`src/scwd_defs.vh`:
```
// constants for the spindle command word decoder
`ifndef SCWD_DEFS_VH
`define SCWD_DEFS_VH
////////////////////////////////////////////////////////////////////////////////
// control word bit positions
`define SCWD_BIT_GEAR_LO 5
`define SCWD_BIT_GEAR_HI 6
`define SCWD_BIT_RUN_FWD 8
`define SCWD_BIT_RUN_REV 9
`define SCWD_BIT_IDX_CCW 10
`define SCWD_BIT_IDX_CW 11
`define SCWD_BIT_ORIENT 12
`define SCWD_BIT_LOW_COIL 13
`define SCWD_BIT_SUB_MOTOR 14
////////////////////////////////////////////////////////////////////////////////
// parameter limits and reset values
`define SCWD_TEETH_MIN 15'h0001
`define SCWD_TEETH_MAX 15'h7FFF
`define SCWD_TEETH_RST 15'h0001
`define SCWD_GPSEL_MAX 5'h15
`define SCWD_GPSEL_RST 5'h00
`define SCWD_GPSEL_GEAR_LO 5'h07
`define SCWD_GPSEL_GEAR_HI 5'h08
////////////////////////////////////////////////////////////////////////////////
// register byte offsets and bus response codes
`define SCWD_REG_CMD 12'h000
`define SCWD_REG_STATUS 12'h004
`define SCWD_REG_SPD_TEETH 12'h010
`define SCWD_REG_MOT_TEETH 12'h020
`define SCWD_REG_GPSEL 12'h040
`define SCWD_REG_GPSEL_END 12'h070
`define SCWD_REG_GEAR_RATIO 12'h080
`define SCWD_RESP_OKAY 2'b00
`define SCWD_RESP_SLVERR 2'b10
`endif

```
`src/scwd_top.v`:
```
// spindle command word decoder with axi4-lite parameter registers
`include "scwd_defs.vh"
`timescale 1ns/100ps
module scwd_top #(
	parameter NUM_GEARS = 4,
	parameter NUM_GPSEL = 12
) (
	// clock and reset
	input wire CLK_SYS,
	input wire SYS_RST,
	// control word and drive status pins
	input wire [15:0] CTRL_WORD,
	input wire [11:0] GP_INPUT,
	input wire READY_ON,
	input wire SPEED_PRESENT,
	input wire MOTOR_STOPPED,
	// decoded outputs
	output reg [1:0] GEAR_STAGE,
	output reg [14:0] SPINDLE_TEETH,
	output reg [14:0] MOTOR_TEETH,
	output reg RUN_CCW,
	output reg RUN_CW,
	output reg HOLD_STOP,
	output reg ORIENTING,
	output reg [1:0] INDEX_DIR,
	output reg LOW_COIL,
	output reg SUB_MOTOR,
	output reg DECEL,
	output reg POWER_ON,
	// axi4-lite slave
	input wire [11:0] S_AXI_AWADDR,
	input wire S_AXI_AWVALID,
	output reg S_AXI_AWREADY,
	input wire [31:0] S_AXI_WDATA,
	input wire [3:0] S_AXI_WSTRB,
	input wire S_AXI_WVALID,
	output reg S_AXI_WREADY,
	output reg [1:0] S_AXI_BRESP,
	output reg S_AXI_BVALID,
	input wire S_AXI_BREADY,
	input wire [11:0] S_AXI_ARADDR,
	input wire S_AXI_ARVALID,
	output reg S_AXI_ARREADY,
	output reg [31:0] S_AXI_RDATA,
	output reg [1:0] S_AXI_RRESP,
	output reg S_AXI_RVALID,
	input wire S_AXI_RREADY
);
	////////////////////////////////////////////////////////////////////////////
	// declarations
	reg [14:0] spindle_teeth [0:NUM_GEARS-1];
	reg [14:0] motor_teeth [0:NUM_GEARS-1];
	reg [4:0] gp_input_sel [0:NUM_GPSEL-1];
	reg [15:0] cmd_soft;
	reg [11:0] aw_addr;
	reg aw_held;
	reg [31:0] w_data;
	reg [3:0] w_strb;
	reg w_held;
	wire [15:0] word_s;
	wire [11:0] gp_s;
	wire [15:0] word;
	reg gear_sel_lo;
	reg gear_sel_hi;
	wire [1:0] gear;
	wire run_forward;
	wire run_reverse;
	wire orient_start;
	wire m_ccw, m_cw, m_hold, m_orient, m_decel, m_power;
	reg [31:0] next_rdata;
	reg next_rerr;
	integer i;
	integer j;

	// clamp a written tooth count into 1..32767
	function [14:0] clamp_teeth;
		input [31:0] v;
		begin
			if (v[15:0] == 16'h0000)
				clamp_teeth = `SCWD_TEETH_MIN;
			else if (v[15:0] > {1'b0, `SCWD_TEETH_MAX})
				clamp_teeth = `SCWD_TEETH_MAX;
			else
				clamp_teeth = v[14:0];
		end
	endfunction

	// clamp a selector into 0..21
	function [4:0] clamp_sel;
		input [31:0] v;
		begin
			if (v[7:0] > {3'b000, `SCWD_GPSEL_MAX})
				clamp_sel = `SCWD_GPSEL_MAX;
			else
				clamp_sel = v[4:0];
		end
	endfunction

	////////////////////////////////////////////////////////////////////////////
	// pin synchronisers
	scwd_sync #(.WIDTH(16)) u_word_sync (
		.clk(CLK_SYS),
		.rst(SYS_RST),
		.din(CTRL_WORD),
		.dout(word_s)
	);

	scwd_sync #(.WIDTH(12)) u_gp_sync (
		.clk(CLK_SYS),
		.rst(SYS_RST),
		.din(GP_INPUT),
		.dout(gp_s)
	);

	// pin word or'd with software command word; bits 7 and 15 dropped
	assign word = (word_s | cmd_soft) & 16'h7F7F;

	// gear select from word or from any selector routed to it
	always @*
	begin
		gear_sel_lo = word[`SCWD_BIT_GEAR_LO];
		gear_sel_hi = word[`SCWD_BIT_GEAR_HI];
		for (i = 0; i < NUM_GPSEL; i = i + 1)
		begin
			if (gp_input_sel[i] == `SCWD_GPSEL_GEAR_LO && gp_s[i])
				gear_sel_lo = 1'b1;
			if (gp_input_sel[i] == `SCWD_GPSEL_GEAR_HI && gp_s[i])
				gear_sel_hi = 1'b1;
		end
	end

	assign gear = {gear_sel_hi, gear_sel_lo};
	assign run_forward = word[`SCWD_BIT_RUN_FWD];
	assign run_reverse = word[`SCWD_BIT_RUN_REV];
	assign orient_start = word[`SCWD_BIT_ORIENT];

	////////////////////////////////////////////////////////////////////////////
	// motion sequencing
	scwd_motion u_motion (
		.clk(CLK_SYS),
		.rst(SYS_RST),
		.ready_on(READY_ON),
		.run_forward(run_forward),
		.run_reverse(run_reverse),
		.orient_start(orient_start),
		.speed_present(SPEED_PRESENT),
		.motor_stopped(MOTOR_STOPPED),
		.run_ccw(m_ccw),
		.run_cw(m_cw),
		.hold_stop(m_hold),
		.orienting(m_orient),
		.decel(m_decel),
		.power_on(m_power)
	);

	// decoded outputs registered
	always @(posedge CLK_SYS or posedge SYS_RST)
	begin
		if (SYS_RST)
		begin
			GEAR_STAGE <= 2'b00;
			SPINDLE_TEETH <= `SCWD_TEETH_RST;
			MOTOR_TEETH <= `SCWD_TEETH_RST;
			RUN_CCW <= 1'b0;
			RUN_CW <= 1'b0;
			HOLD_STOP <= 1'b0;
			ORIENTING <= 1'b0;
			INDEX_DIR <= 2'b00;
			LOW_COIL <= 1'b0;
			SUB_MOTOR <= 1'b0;
			DECEL <= 1'b0;
			POWER_ON <= 1'b0;
		end
		else
		begin
			GEAR_STAGE <= gear;
			SPINDLE_TEETH <= spindle_teeth[gear];
			MOTOR_TEETH <= motor_teeth[gear];
			RUN_CCW <= m_ccw;
			RUN_CW <= m_cw;
			HOLD_STOP <= m_hold;
			ORIENTING <= m_orient;
			DECEL <= m_decel;
			POWER_ON <= m_power;
			// index bits only under orientation; both set gives none
			if (orient_start && (word[`SCWD_BIT_IDX_CCW] ^ word[`SCWD_BIT_IDX_CW]))
				INDEX_DIR <= {word[`SCWD_BIT_IDX_CW], word[`SCWD_BIT_IDX_CCW]};
			else
				INDEX_DIR <= 2'b00;
			// winding frozen while orientation is commanded
			if (!orient_start)
				LOW_COIL <= word[`SCWD_BIT_LOW_COIL];
			SUB_MOTOR <= word[`SCWD_BIT_SUB_MOTOR];
		end
	end

	////////////////////////////////////////////////////////////////////////////
	// axi4-lite write: address and data held until both present
	always @(posedge CLK_SYS or posedge SYS_RST)
	begin
		if (SYS_RST)
		begin
			S_AXI_AWREADY <= 1'b1;
			S_AXI_WREADY <= 1'b1;
			S_AXI_BVALID <= 1'b0;
			S_AXI_BRESP <= `SCWD_RESP_OKAY;
			aw_held <= 1'b0;
			w_held <= 1'b0;
			aw_addr <= 12'h000;
			w_data <= 32'h0000_0000;
			w_strb <= 4'h0;
			cmd_soft <= 16'h0000;
			for (j = 0; j < NUM_GEARS; j = j + 1)
			begin
				spindle_teeth[j] <= `SCWD_TEETH_RST;
				motor_teeth[j] <= `SCWD_TEETH_RST;
			end
			for (j = 0; j < NUM_GPSEL; j = j + 1)
				gp_input_sel[j] <= `SCWD_GPSEL_RST;
		end
		else
		begin
			if (S_AXI_AWVALID && S_AXI_AWREADY)
			begin
				aw_addr <= S_AXI_AWADDR;
				aw_held <= 1'b1;
				S_AXI_AWREADY <= 1'b0;
			end
			if (S_AXI_WVALID && S_AXI_WREADY)
			begin
				w_data <= S_AXI_WDATA;
				w_strb <= S_AXI_WSTRB;
				w_held <= 1'b1;
				S_AXI_WREADY <= 1'b0;
			end
			if (aw_held && w_held && !S_AXI_BVALID)
			begin
				aw_held <= 1'b0;
				w_held <= 1'b0;
				S_AXI_BVALID <= 1'b1;
				S_AXI_BRESP <= `SCWD_RESP_OKAY;
				// partial strobes: cmd bytes follow their own strobes, tooth counts need both low strobes, selectors need only strobe 0
				if (aw_addr == `SCWD_REG_CMD)
				begin
					if (w_strb[0])
						cmd_soft[7:0] <= w_data[7:0];
					if (w_strb[1])
						cmd_soft[15:8] <= w_data[15:8];
				end
				else if (aw_addr[11:4] == 8'h01 && aw_addr[1:0] == 2'b00 && w_strb[1:0] == 2'b11)
					spindle_teeth[aw_addr[3:2]] <= clamp_teeth(w_data);
				else if (aw_addr[11:4] == 8'h02 && aw_addr[1:0] == 2'b00 && w_strb[1:0] == 2'b11)
					motor_teeth[aw_addr[3:2]] <= clamp_teeth(w_data);
				else if (aw_addr >= `SCWD_REG_GPSEL && aw_addr < `SCWD_REG_GPSEL_END
					&& aw_addr[1:0] == 2'b00)
				begin
					if (w_strb[0])
						gp_input_sel[aw_addr[5:2]] <= clamp_sel(w_data);
				end
				else if (aw_addr != `SCWD_REG_STATUS && aw_addr != `SCWD_REG_GEAR_RATIO)
					S_AXI_BRESP <= `SCWD_RESP_SLVERR;
			end
			if (S_AXI_BVALID && S_AXI_BREADY)
			begin
				S_AXI_BVALID <= 1'b0;
				S_AXI_AWREADY <= 1'b1;
				S_AXI_WREADY <= 1'b1;
			end
		end
	end

	////////////////////////////////////////////////////////////////////////////
	// read decode
	always @*
	begin
		next_rdata = 32'h0000_0000;
		next_rerr = 1'b0;
		if (S_AXI_ARADDR == `SCWD_REG_CMD)
			next_rdata = {16'h0000, cmd_soft};
		else if (S_AXI_ARADDR == `SCWD_REG_STATUS)
			next_rdata = {16'h0000, POWER_ON, DECEL, SUB_MOTOR, LOW_COIL, INDEX_DIR,
				ORIENTING, HOLD_STOP, RUN_CW, RUN_CCW, GEAR_STAGE, 4'h0};
		else if (S_AXI_ARADDR == `SCWD_REG_GEAR_RATIO)
			next_rdata = {1'b0, MOTOR_TEETH, 1'b0, SPINDLE_TEETH};
		else if (S_AXI_ARADDR[11:4] == 8'h01 && S_AXI_ARADDR[1:0] == 2'b00)
			next_rdata = {17'h0_0000, spindle_teeth[S_AXI_ARADDR[3:2]]};
		else if (S_AXI_ARADDR[11:4] == 8'h02 && S_AXI_ARADDR[1:0] == 2'b00)
			next_rdata = {17'h0_0000, motor_teeth[S_AXI_ARADDR[3:2]]};
		else if (S_AXI_ARADDR >= `SCWD_REG_GPSEL && S_AXI_ARADDR < `SCWD_REG_GPSEL_END
			&& S_AXI_ARADDR[1:0] == 2'b00)
			next_rdata = {27'h000_0000, gp_input_sel[S_AXI_ARADDR[5:2]]};
		else
			next_rerr = 1'b1;
	end

	// axi4-lite read channel
	always @(posedge CLK_SYS or posedge SYS_RST)
	begin
		if (SYS_RST)
		begin
			S_AXI_ARREADY <= 1'b1;
			S_AXI_RVALID <= 1'b0;
			S_AXI_RDATA <= 32'h0000_0000;
			S_AXI_RRESP <= `SCWD_RESP_OKAY;
		end
		else if (S_AXI_ARVALID && S_AXI_ARREADY)
		begin
			S_AXI_ARREADY <= 1'b0;
			S_AXI_RVALID <= 1'b1;
			S_AXI_RDATA <= next_rdata;
			S_AXI_RRESP <= next_rerr ? `SCWD_RESP_SLVERR : `SCWD_RESP_OKAY;
		end
		else if (S_AXI_RVALID && S_AXI_RREADY)
		begin
			S_AXI_RVALID <= 1'b0;
			S_AXI_ARREADY <= 1'b1;
		end
	end
endmodule

```
`src/scwd_sync.v`:
```
// two-flop synchroniser for a bus of pin levels
`timescale 1ns/100ps
module scwd_sync #(
	parameter WIDTH = 16
) (
	input wire clk,
	input wire rst,
	input wire [WIDTH-1:0] din,
	output reg [WIDTH-1:0] dout
);
	reg [WIDTH-1:0] meta;

	// first flop feeds only the second
	always @(posedge clk or posedge rst)
	begin
		if (rst)
		begin
			meta <= {WIDTH{1'b0}};
			dout <= {WIDTH{1'b0}};
		end
		else
		begin
			meta <= din;
			dout <= meta;
		end
	end
endmodule

```
`src/scwd_motion.v`:
```
// run, stop and orientation sequencing from decoded command bits
`include "scwd_defs.vh"
`timescale 1ns/100ps
module scwd_motion (
	input wire clk,
	input wire rst,
	input wire ready_on,
	input wire run_forward,
	input wire run_reverse,
	input wire orient_start,
	input wire speed_present,
	input wire motor_stopped,
	output reg run_ccw,
	output reg run_cw,
	output reg hold_stop,
	output reg orienting,
	output reg decel,
	output reg power_on
);
	wire fwd_ok;
	wire rev_ok;
	wire any_run;

	// run bits count only with ready on
	assign fwd_ok = run_forward & ready_on;
	assign rev_ok = run_reverse & ready_on;
	assign any_run = fwd_ok | rev_ok;

	// priority: orientation, both-run stop, single run, deceleration
	always @(posedge clk or posedge rst)
	begin
		if (rst)
		begin
			run_ccw <= 1'b0;
			run_cw <= 1'b0;
			hold_stop <= 1'b0;
			orienting <= 1'b0;
			decel <= 1'b0;
			power_on <= 1'b0;
		end
		else
		begin
			orienting <= orient_start;
			hold_stop <= ~orient_start & fwd_ok & rev_ok;
			// rotation resumes when orientation drops and a run bit stands
			run_ccw <= ~orient_start & fwd_ok & ~rev_ok & speed_present;
			run_cw <= ~orient_start & rev_ok & ~fwd_ok & speed_present;
			if (orient_start | any_run)
			begin
				power_on <= 1'b1;
				decel <= 1'b0;
			end
			else if (power_on & ~motor_stopped)
				decel <= 1'b1;
			else
			begin
				decel <= 1'b0;
				power_on <= 1'b0;
			end
		end
	end
endmodule

```
`config.mk`:
```
export PLATFORM = sky130hd
export DESIGN_NAME = scwd_top
export DESIGN_NICKNAME = d
export VERILOG_FILES = /design/src/scwd_top.v /design/src/scwd_sync.v /design/src/scwd_motion.v
export VERILOG_INCLUDE_DIRS = /design/src
export SDC_FILE = /design/constraint.sdc
export NUM_CORES = 1
export LEC_CHECK = 0
export BUFFER_PORTS_ARGS = -buffer_cell sky130_fd_sc_hd__buf_2
export CORE_MARGIN = 3
export CORE_UTILIZATION = 45
export CTS_CLUSTER_DIAMETER = 40
export DETAILED_ROUTE_END_ITERATION = 7
export MAX_ROUTING_LAYER = met4
export SLEW_MARGIN = 10
export SYNTH_ARGS = -nofsm -noshare
export SYNTH_HDL_FRONTEND = slang
export SYNTH_SLANG_ARGS = --single-unit
```
`constraint.sdc`:
```
create_clock -name CLK_SYS -period 34.2 [get_ports CLK_SYS]
set_input_delay 8.55 -clock CLK_SYS [delete_from_list [all_inputs] [get_ports CLK_SYS]]
set_output_delay 8.55 -clock CLK_SYS [all_outputs]
set_load 0.01 [all_outputs]
```
==> out/qor.csv, run 1 <==
metric;value;unit
outcome;finished, final reports clean;
post_cts_hold_buffer_count;0;
maximum_number_of_pins_on_one_net_before_global_route_repair;141;
synth_top_area_cell;dfrtp_1;
cts-root-buf;clkbuf_16;
core_area;33900;um2
ant_nets;0;
cts.reportedPaths.clkPinSlew;60;ps
design.portCount;181;
antenna_violations_before_repair;2;
worst-path-max-fanout;32;
p_leak;8.72;nW
finClkSkew;19.4;ps
route.detailed.wl_per_inst;21.4;um
die_w;192;um
cts_resized;0;
setup.worst_path.class;in -> reg;
clock_insertion_delay_worst_skew;570;ps
cts_num_sinks;356;
netlist_top_cells_area;dfrtp_1 55%, mux2_2 7.7%, mux4_2 6.5%, mux2i_1 6.2%, o21ai_0 4.9%;
placement.cell_area;16700;um2
final_layout_size_suffix_gt1_share;29.6;%
setup.worst_path.start_class;primary input;
yosysSeqAreaShare;57.3;%
setup_tns;0;ps
yosys_register_bits;356;
synthesis.area_per_instance;12.0;um2
grtUsageTotal;23.5;%
gpl.final_weighted_congestion;0.870;
layout_min_cycle_time;11010;ps
post-cts-setup-buffer-count;0;
max_cap_viol_count;0;
clock_tree.htree_level_count;2;
wirelength;41500;um
finish.cell_count_without_fillers;1937;
post-route-util;55.2;%
syn-instance-count;1296;
final_nets;1541;
dpl.cell_count;1835;
layout_worst_path_cycle_share;32.2;%
timing.max_slew.rel_slack;20.0;%
setup_viol;0;
synth_largest_type_area_fraction;55.1;%
drv_slew;0;
via_count;10800;
post_synth_num_cell_types;53;
drc;0;
clock_path_buffers;3;
worst_ir_drop_vdd;0.0357;mV
std_cell_rows;67;
layout.cell_area.non_filler;18700;um2
finalHoldViolCount;0;
critPathCaptureType;flip-flop;
detailedRoute.firstPassIterationCount;6;
drt_iter0_markers;702;
count_of_filler_cells_inserted_in_the_layout;2935;
overflow;0;
dieArea;36900;um2
first_global_vias;11100;
power_per_cell_area;65.4;nW/um2
tritoncts;built;
port_buffers;152;
syn-cell-area;15600;um2
start_util;46.0;%
fmax;0.0908;GHz
area_delta_synth_final;19.9;%
worstMarginPinSlew;1200;ps
dieHeight;192;um
ys_warn_count;0;
crit_arrival;11450;ps
grt_pass1_wl;64500;um
detailedPlacementHpwl;27600;um
synth-edff-count;0;
grt_setup_unrepaired;no;
cp_data_required_time;34640;ps
synth_async_sr_flop_share;100;%
synth_ff_type;dfrtp_1;
report.power.total;0.00122;W
post_detailed_route_via_to_cell_ratio;5.58;
cts-buffers-inserted;54;
min_path_type;reg -> reg;
## path summary, 6_finish.rpt
path / startpoint / end / slack [ps] / depth (start not counted)
min in group asynchronous: SYS_RST / u_gp_sync.meta[8] / 8190 / 2
max: S_AXI_ARADDR[2] / S_AXI_RDATA[3] / 23190 / 8
max in group asynchronous: SYS_RST / u_motion.orienting / 24460 / 3
min: u_gp_sync.meta[2] / u_gp_sync.dout[2] / 340 / 0
min reg2reg: u_gp_sync.meta[2] / u_gp_sync.dout[2] / 340 / 0
max reg2reg: aw_addr[11] / gp_input_sel[2] / 31470 / 6
## power breakdown
group          internal [W]  switching [W]  total (W)  leakage (nW)
Sequential         0.000457      0.0000480   0.000505          4.71
Clock              0.000380       0.000200   0.000580         0.951
Combinational     0.0000515      0.0000845   0.000136          3.06
## sequential cells by signal, summed over array words and instances (netlist names), 2 cells and up
register / cells
motor_teeth: 60
cmd_soft: 16
u_gp_sync.dout: 12
w_data: 16
spindle_teeth: 60
GEAR_STAGE: 2
u_word_sync.dout: 9
u_word_sync.meta: 9
w_strb: 2
aw_addr: 12
u_gp_sync.meta: 12
S_AXI_RDATA: 31
INDEX_DIR: 2
MOTOR_TEETH: 15
SPINDLE_TEETH: 15
gp_input_sel: 60
## area by class of cell
cell class	instances	area [um2]	area share (%)
multi-input combinational	848	6300	33.7
timing repair buffer	169	891	4.77
inverter	14	60.1	0.321
sequential	356	8920	47.8
antenna	2	5.00	0.0268
clock inverter	30	439	2.35
tap	448	561	3.00
clock buffer	70	1500	8.04
## cell usage in the layout (no fill, tap or decap), types with 4 or more instances in the layout
master     instances
nand2_1          179
mux2i_1           96
o22ai_1           11
o21ai_0          152
clkinv_2           6
nand3_1           10
and2_1             6
a22oi_1           15
a21oi_1           33
nor4_1            23
nor2_1            42
nand4b_1          12
clkbuf_16         55
a22o_1            10
buf_4             18
buf_2            151
a21boi_0           4
inv_8              5
mux2_2           107
clkinv_4           7
clkbuf_8           7
nor3_1            12
inv_1             13
nand2b_1          37
nand4_1            4
dfstp_2           13
bufinv_16          9
mux4_2            45
dfrtp_1          343
clkbuf_1           8
## synthesized netlist by cell type (all sizes together) (2+ instances only)
cell / count
dfrtp: 343
nand2: 179
o21ai: 152
mux2: 107
mux2i: 96
clkbuf: 63
mux4: 45
nor2: 44
nand2b: 37
a21oi: 33
nor4: 23
buf: 17
a22oi: 15
inv: 14
nor3: 14
dfstp: 13
nand4b: 12
o22ai: 11
a22o: 10
nand3: 10
and2: 6
or4: 5
a21boi: 4
nand4: 4
nor2b: 4
nor4b: 4
a31oi: 3
and3: 3
nand3b: 3
a2111oi: 2
and4: 2
nor3b: 2
or2: 2
or3: 2
## metal layers
layer | vias up | GRT usage, % | share of wire (%)
li1 | 4979 | - | -
met1 | 5413 | 29.0 | 41
met2 | 299 | 39.2 | 50
met3 | 111 | 3.78 | 4.9
met4 | 0 | 8.99 | 4.1
met5 | - | - | 0
## logic make-up after synthesis
family / count (synthesis) / synth area share [%]
other: 1 / 0.0241
AND/OR/NAND/NOR: 358 / 11.3
flip-flops: 356 / 57.3
AO/OA/AOI/OAI: 239 / 8.61
buffers and inverters: 94 / 2.38
multiplexers: 248 / 20.4
## critical path, cell delays in order
cell and delay [ps]:
buf_4 240, buf_4 380, nor4_1 670, and2_1 330, nand2_1 530, o21ai_0 370
a21oi_1 100, a221o_1 260
## per-stage QoR
stage / hold WS (ps) / worst slack (ps)
after global routing: 339 / 22990
after floorplan: 331 / 15790
final: 335 / 23190
after CTS: 334 / 23210
after global placement: 331 / 22650
after detailed placement: 336 / 22650
No activity file was read; power rests on OpenSTA's default activity.
==> run 2: changes to the inputs <==
--- a/config.mk
+++ b/config.mk
@@ -6,12 +6,14 @@
 export SDC_FILE = /design/constraint.sdc
 export NUM_CORES = 1
 export LEC_CHECK = 0
+export ABC_AREA = 1
 export BUFFER_PORTS_ARGS = -buffer_cell sky130_fd_sc_hd__buf_2
 export CORE_MARGIN = 3
 export CORE_UTILIZATION = 45
 export CTS_CLUSTER_DIAMETER = 40
 export DETAILED_ROUTE_END_ITERATION = 7
 export MAX_ROUTING_LAYER = met4
+export PLACE_DENSITY = 0.66
 export SLEW_MARGIN = 10
 export SYNTH_ARGS = -nofsm -noshare
 export SYNTH_HDL_FRONTEND = slang
==> constraint.sdc (replaced) <==
create_clock -name CLK_SYS -period 9 [get_ports CLK_SYS]
set_input_delay 2.25 -clock CLK_SYS [delete_from_list [all_inputs] [get_ports CLK_SYS]]
set_output_delay 2.25 -clock CLK_SYS [all_outputs]
set_load 0.01 [all_outputs]
==> run 2 against run 1 <==
Compared with the run above: clock skew up 5.4 ps; flip-flop and latch count unchanged; area after synthesis up 8.3%; synthesized cell count up 63%; sequential share of layout area down 2.6 points; routed wire length up 20%; design area up 5.7%; die area up 8.0%; non-clock buffer count down 2; first-iteration DRC count up 110%; worst hold slack better by 10 ps; final cell count up 42%; critical path type unchanged; largest cell class unchanged.
==> out/qor.csv, run 2 <==
metric;value;unit;change
layout.cell_area.non_filler;19800;um2;+5.7%
critical_path_depth;13;;+5
drc;0;;unchanged
clock_path_buffers;3;;unchanged
report.power.total;0.00485;W;+300%
grt_pass1_wl;77400;um;+20%
worst_ir_drop_vdd;0.154;mV;+330%
dieHeight;200;um;+3.9%
path_delay_family;buffers and inverters;;
die_w;200;um;+3.9%
post-cts-setup-buffer-count;0;;unchanged
synth_largest_type_area_fraction;50.9;%;-4.2 points
detailedRoute.firstPassIterationCount;6;;unchanged
setup_tns;0;ps;unchanged
finalHoldViolCount;0;;unchanged
p_leak;9.80;nW;+12%
critPathCaptureType;flip-flop;;
clock_tree.htree_level_count;2;;unchanged
setup.worst_path.start_class;primary input;;
grtUsageTotal;25.6;%;+2.1 points
worst_path_largest_cell_delay;720;ps;+50 ps
worstHoldStart;u_gp_sync.meta[6];;
std_cell_rows;70;;+4.5%
min_path_type;reg -> reg;;
grt_setup_unrepaired;no;;
clock_insertion_delay_worst_skew;590;ps;+20 ps
max_cap_viol_count;0;;unchanged
crit_path_frequent_cell;inv_2;;
syn-instance-count;2117;;+63%
syn-cell-area;16900;um2;+8.3%
worst_hold_path.endpoint;u_gp_sync.dout[6];;
yosysMostFrequentCell;nand2_1;;
post_cts_hold_buffer_count;0;;unchanged
fmax;0.189;GHz;
ys_warn_count;0;;unchanged
worst_slack_at_placement;3220;ps;-19,430 ps
via_count;14900;;+38%
tritoncts;built;;
whs;345;ps;+10.3 ps
path_cells;buf_2, buf_4, nand2_2, inv_2, nand2_1, inv_2, nand3_1, inv_2, nor2_2, o21ai_0, inv_1, nand2_1, a21oi_1;;
core_area;36800;um2;+8.6%
placement.cell_area;17900;um2;+7.0%
detailedPlacementHpwl;32100;um;+16%
worstRegToRegCells;8;;+2
netlist_top_cells_area;dfrtp_1 51%, nand2_1 15%, o21ai_0 5.2%, nand3_1 4.3%, inv_1 4.3%;;
timing.reg2reg.setup_slack;6090;ps;-25,380 ps
layout_worst_path_cycle_share;58.8;%;
yosysSeqAreaShare;52.9;%;-4.4 points
area_delta_synth_final;17.1;%;
largestRegisters;gp_input_sel (60), motor_teeth (60), spindle_teeth (60);;
synth_async_sr_flop_share;100;%;unchanged
count_of_filler_cells_inserted_in_the_layout;3442;;+17%
post_synth_num_cell_types;41;;-23%
start_util;45.9;%;-0.15 points
synth_top_area_cell;dfrtp_1;;
cts.reportedPaths.clkPinSlew;60;ps;about the same
synthesis.area_per_instance;7.97;um2;-34%
drv_slew;0;;unchanged
synth_ff_type;dfrtp_1;;
final_layout_size_suffix_gt1_share;14.1;%;-15 points
maximum_number_of_pins_on_one_net_before_global_route_repair;169;;+20%
port_buffers;152;;unchanged
timing.critical_path.slowest_stage_cell;buf_2;;
critical_path_buf_inv_count;6;;+4
overflow;0;;unchanged
synthTopCellsByCount;686 x nand2_1, 343 x dfrtp_1, 194 x inv_1;;
drt_iter0_markers;1476;;+110%
post_detailed_route_via_to_cell_ratio;5.42;;-2.8%
wirelength;49700;um;+20%
dieArea;39900;um2;+8.0%
most_used_cells_in_the_layout_excluding_fill_and_tap_cells;685 x nand2_1, 343 x dfrtp_1, 193 x inv_1, 174 x o21ai_0, 152 x buf_2;;
finClkSkew;24.9;ps;+5.41 ps
worstMarginPinSlew;1190;ps;-4.03 ps
worst-path-max-fanout;45;;+41%
design.portCount;181;;unchanged
cts-buffers-inserted;53;;-1.9%
setup.worst_path.class;in -> reg;;
antenna_violations_before_repair;1;;-1
regToRegStartpoint;aw_addr[2];;
layout_min_cycle_time;5290;ps;
yosys_register_bits;356;;unchanged
r2r-end;spindle_teeth[47];;
first_global_vias;14100;;+27%
min_path_cells;0;;unchanged
crit_arrival;5760;ps;-5690 ps
cts_num_sinks;356;;unchanged
final_nets;2325;;+51%
synth-edff-count;0;;unchanged
final_critical_path_setup_slack;3710;ps;-19,480 ps
cts-root-buf;clkbuf_16;;
cts_resized;0;;unchanged
gpl.final_weighted_congestion;0.876;;+0.67%
outcome;finished, final reports clean;;
cp_data_required_time;9480;ps;-25,160 ps
ant_nets;0;;unchanged
layout_commonest_cell;nand2_1;;
route.detailed.wl_per_inst;18.1;um;-15%
timing.max_slew.rel_slack;20.2;%;+0.17 points
setup_viol;0;;unchanged
power_per_cell_area;245;nW/um2;+280%
==> run 2: area by class of cell <==
cell class	instances	area [um2]	share of cell area, %
antenna	2	5.00	0.0253
clock buffer	60	1390	7.06
clock inverter	39	453	2.29
inverter	210	792	4.01
multi-input combinational	1439	6710	34.0
sequential	356	8920	45.2
tap	468	586	2.96
timing repair buffer	167	886	4.48
==> run 2: worst max-delay path by stage <==
| stage | from | endpoint | slack [ps] |
|---|---|---|---|
| 2_1_floorplan | SYS_RST | DECEL | 1990 |
| 3_3_place_gp | S_AXI_ARADDR[2] | S_AXI_RDATA[4] | 3240 |
| 3_5_place_dp | S_AXI_ARADDR[2] | S_AXI_RDATA[4] | 3220 |
| 4_1_cts | S_AXI_ARADDR[2] | S_AXI_RDATA[4] | 3810 |
| 5_1_grt | S_AXI_ARADDR[2] | S_AXI_RDATA[3] | 3540 |
| 6_report | S_AXI_ARADDR[2] | S_AXI_RDATA[4] | 3710 |
==> run 2: stage by stage <==
stage                     std cells  utilization, %
after floorplan                2119               -
after global placement         2640            48.7
after detailed placement       2640            48.7
after CTS                      2739            53.7
after global routing           2740            53.7
final                          2741            53.7
==> run 2: metal layers <==
metal / track usage, % / vias to the layer above / routed length (um)
met4: 10.4 / 0 / 1790
met3: 3.71 / 116 / 3250
met1: 33.1 / 7093 / 20900
met5: - / - / 0
li1: - / 7121 / -
met2: 40.9 / 525 / 23800
==> run 2: worst register-to-register path, cell delays in order, from the launching register on <==
cell and delay (ps):
dfrtp_1 390, inv_2 50, nand2_1 230, inv_2 130, nand3_2 110, nor2_4 70
nor2_1 350, nand3_1 940, o21ai_0 490
==> run 2: cells by family (layout without fill, tap and decap cells) <==
| logic type | Yosys count | in the layout | share of synthesized area, % |
|---|---|---|---|
| flops | 356 | 356 | 52.9 |
| simple gates | 1105 | 1105 | 29.0 |
| compound gates | 331 | 331 | 10.4 |
| buf+inv | 324 | 476 | 7.63 |
| other cells | 1 | 5 | 0.0222 |
==> run 2: report_power, final <==
group | switching, W | total (W) | internal [W]
sequential | 0.000113 | 0.00186 | 0.00175
combinational | 0.000682 | 0.000875 | 0.000192
clock | 0.000803 | 0.00211 | 0.00131
total | 0.00160 | 0.00485 | 0.00325
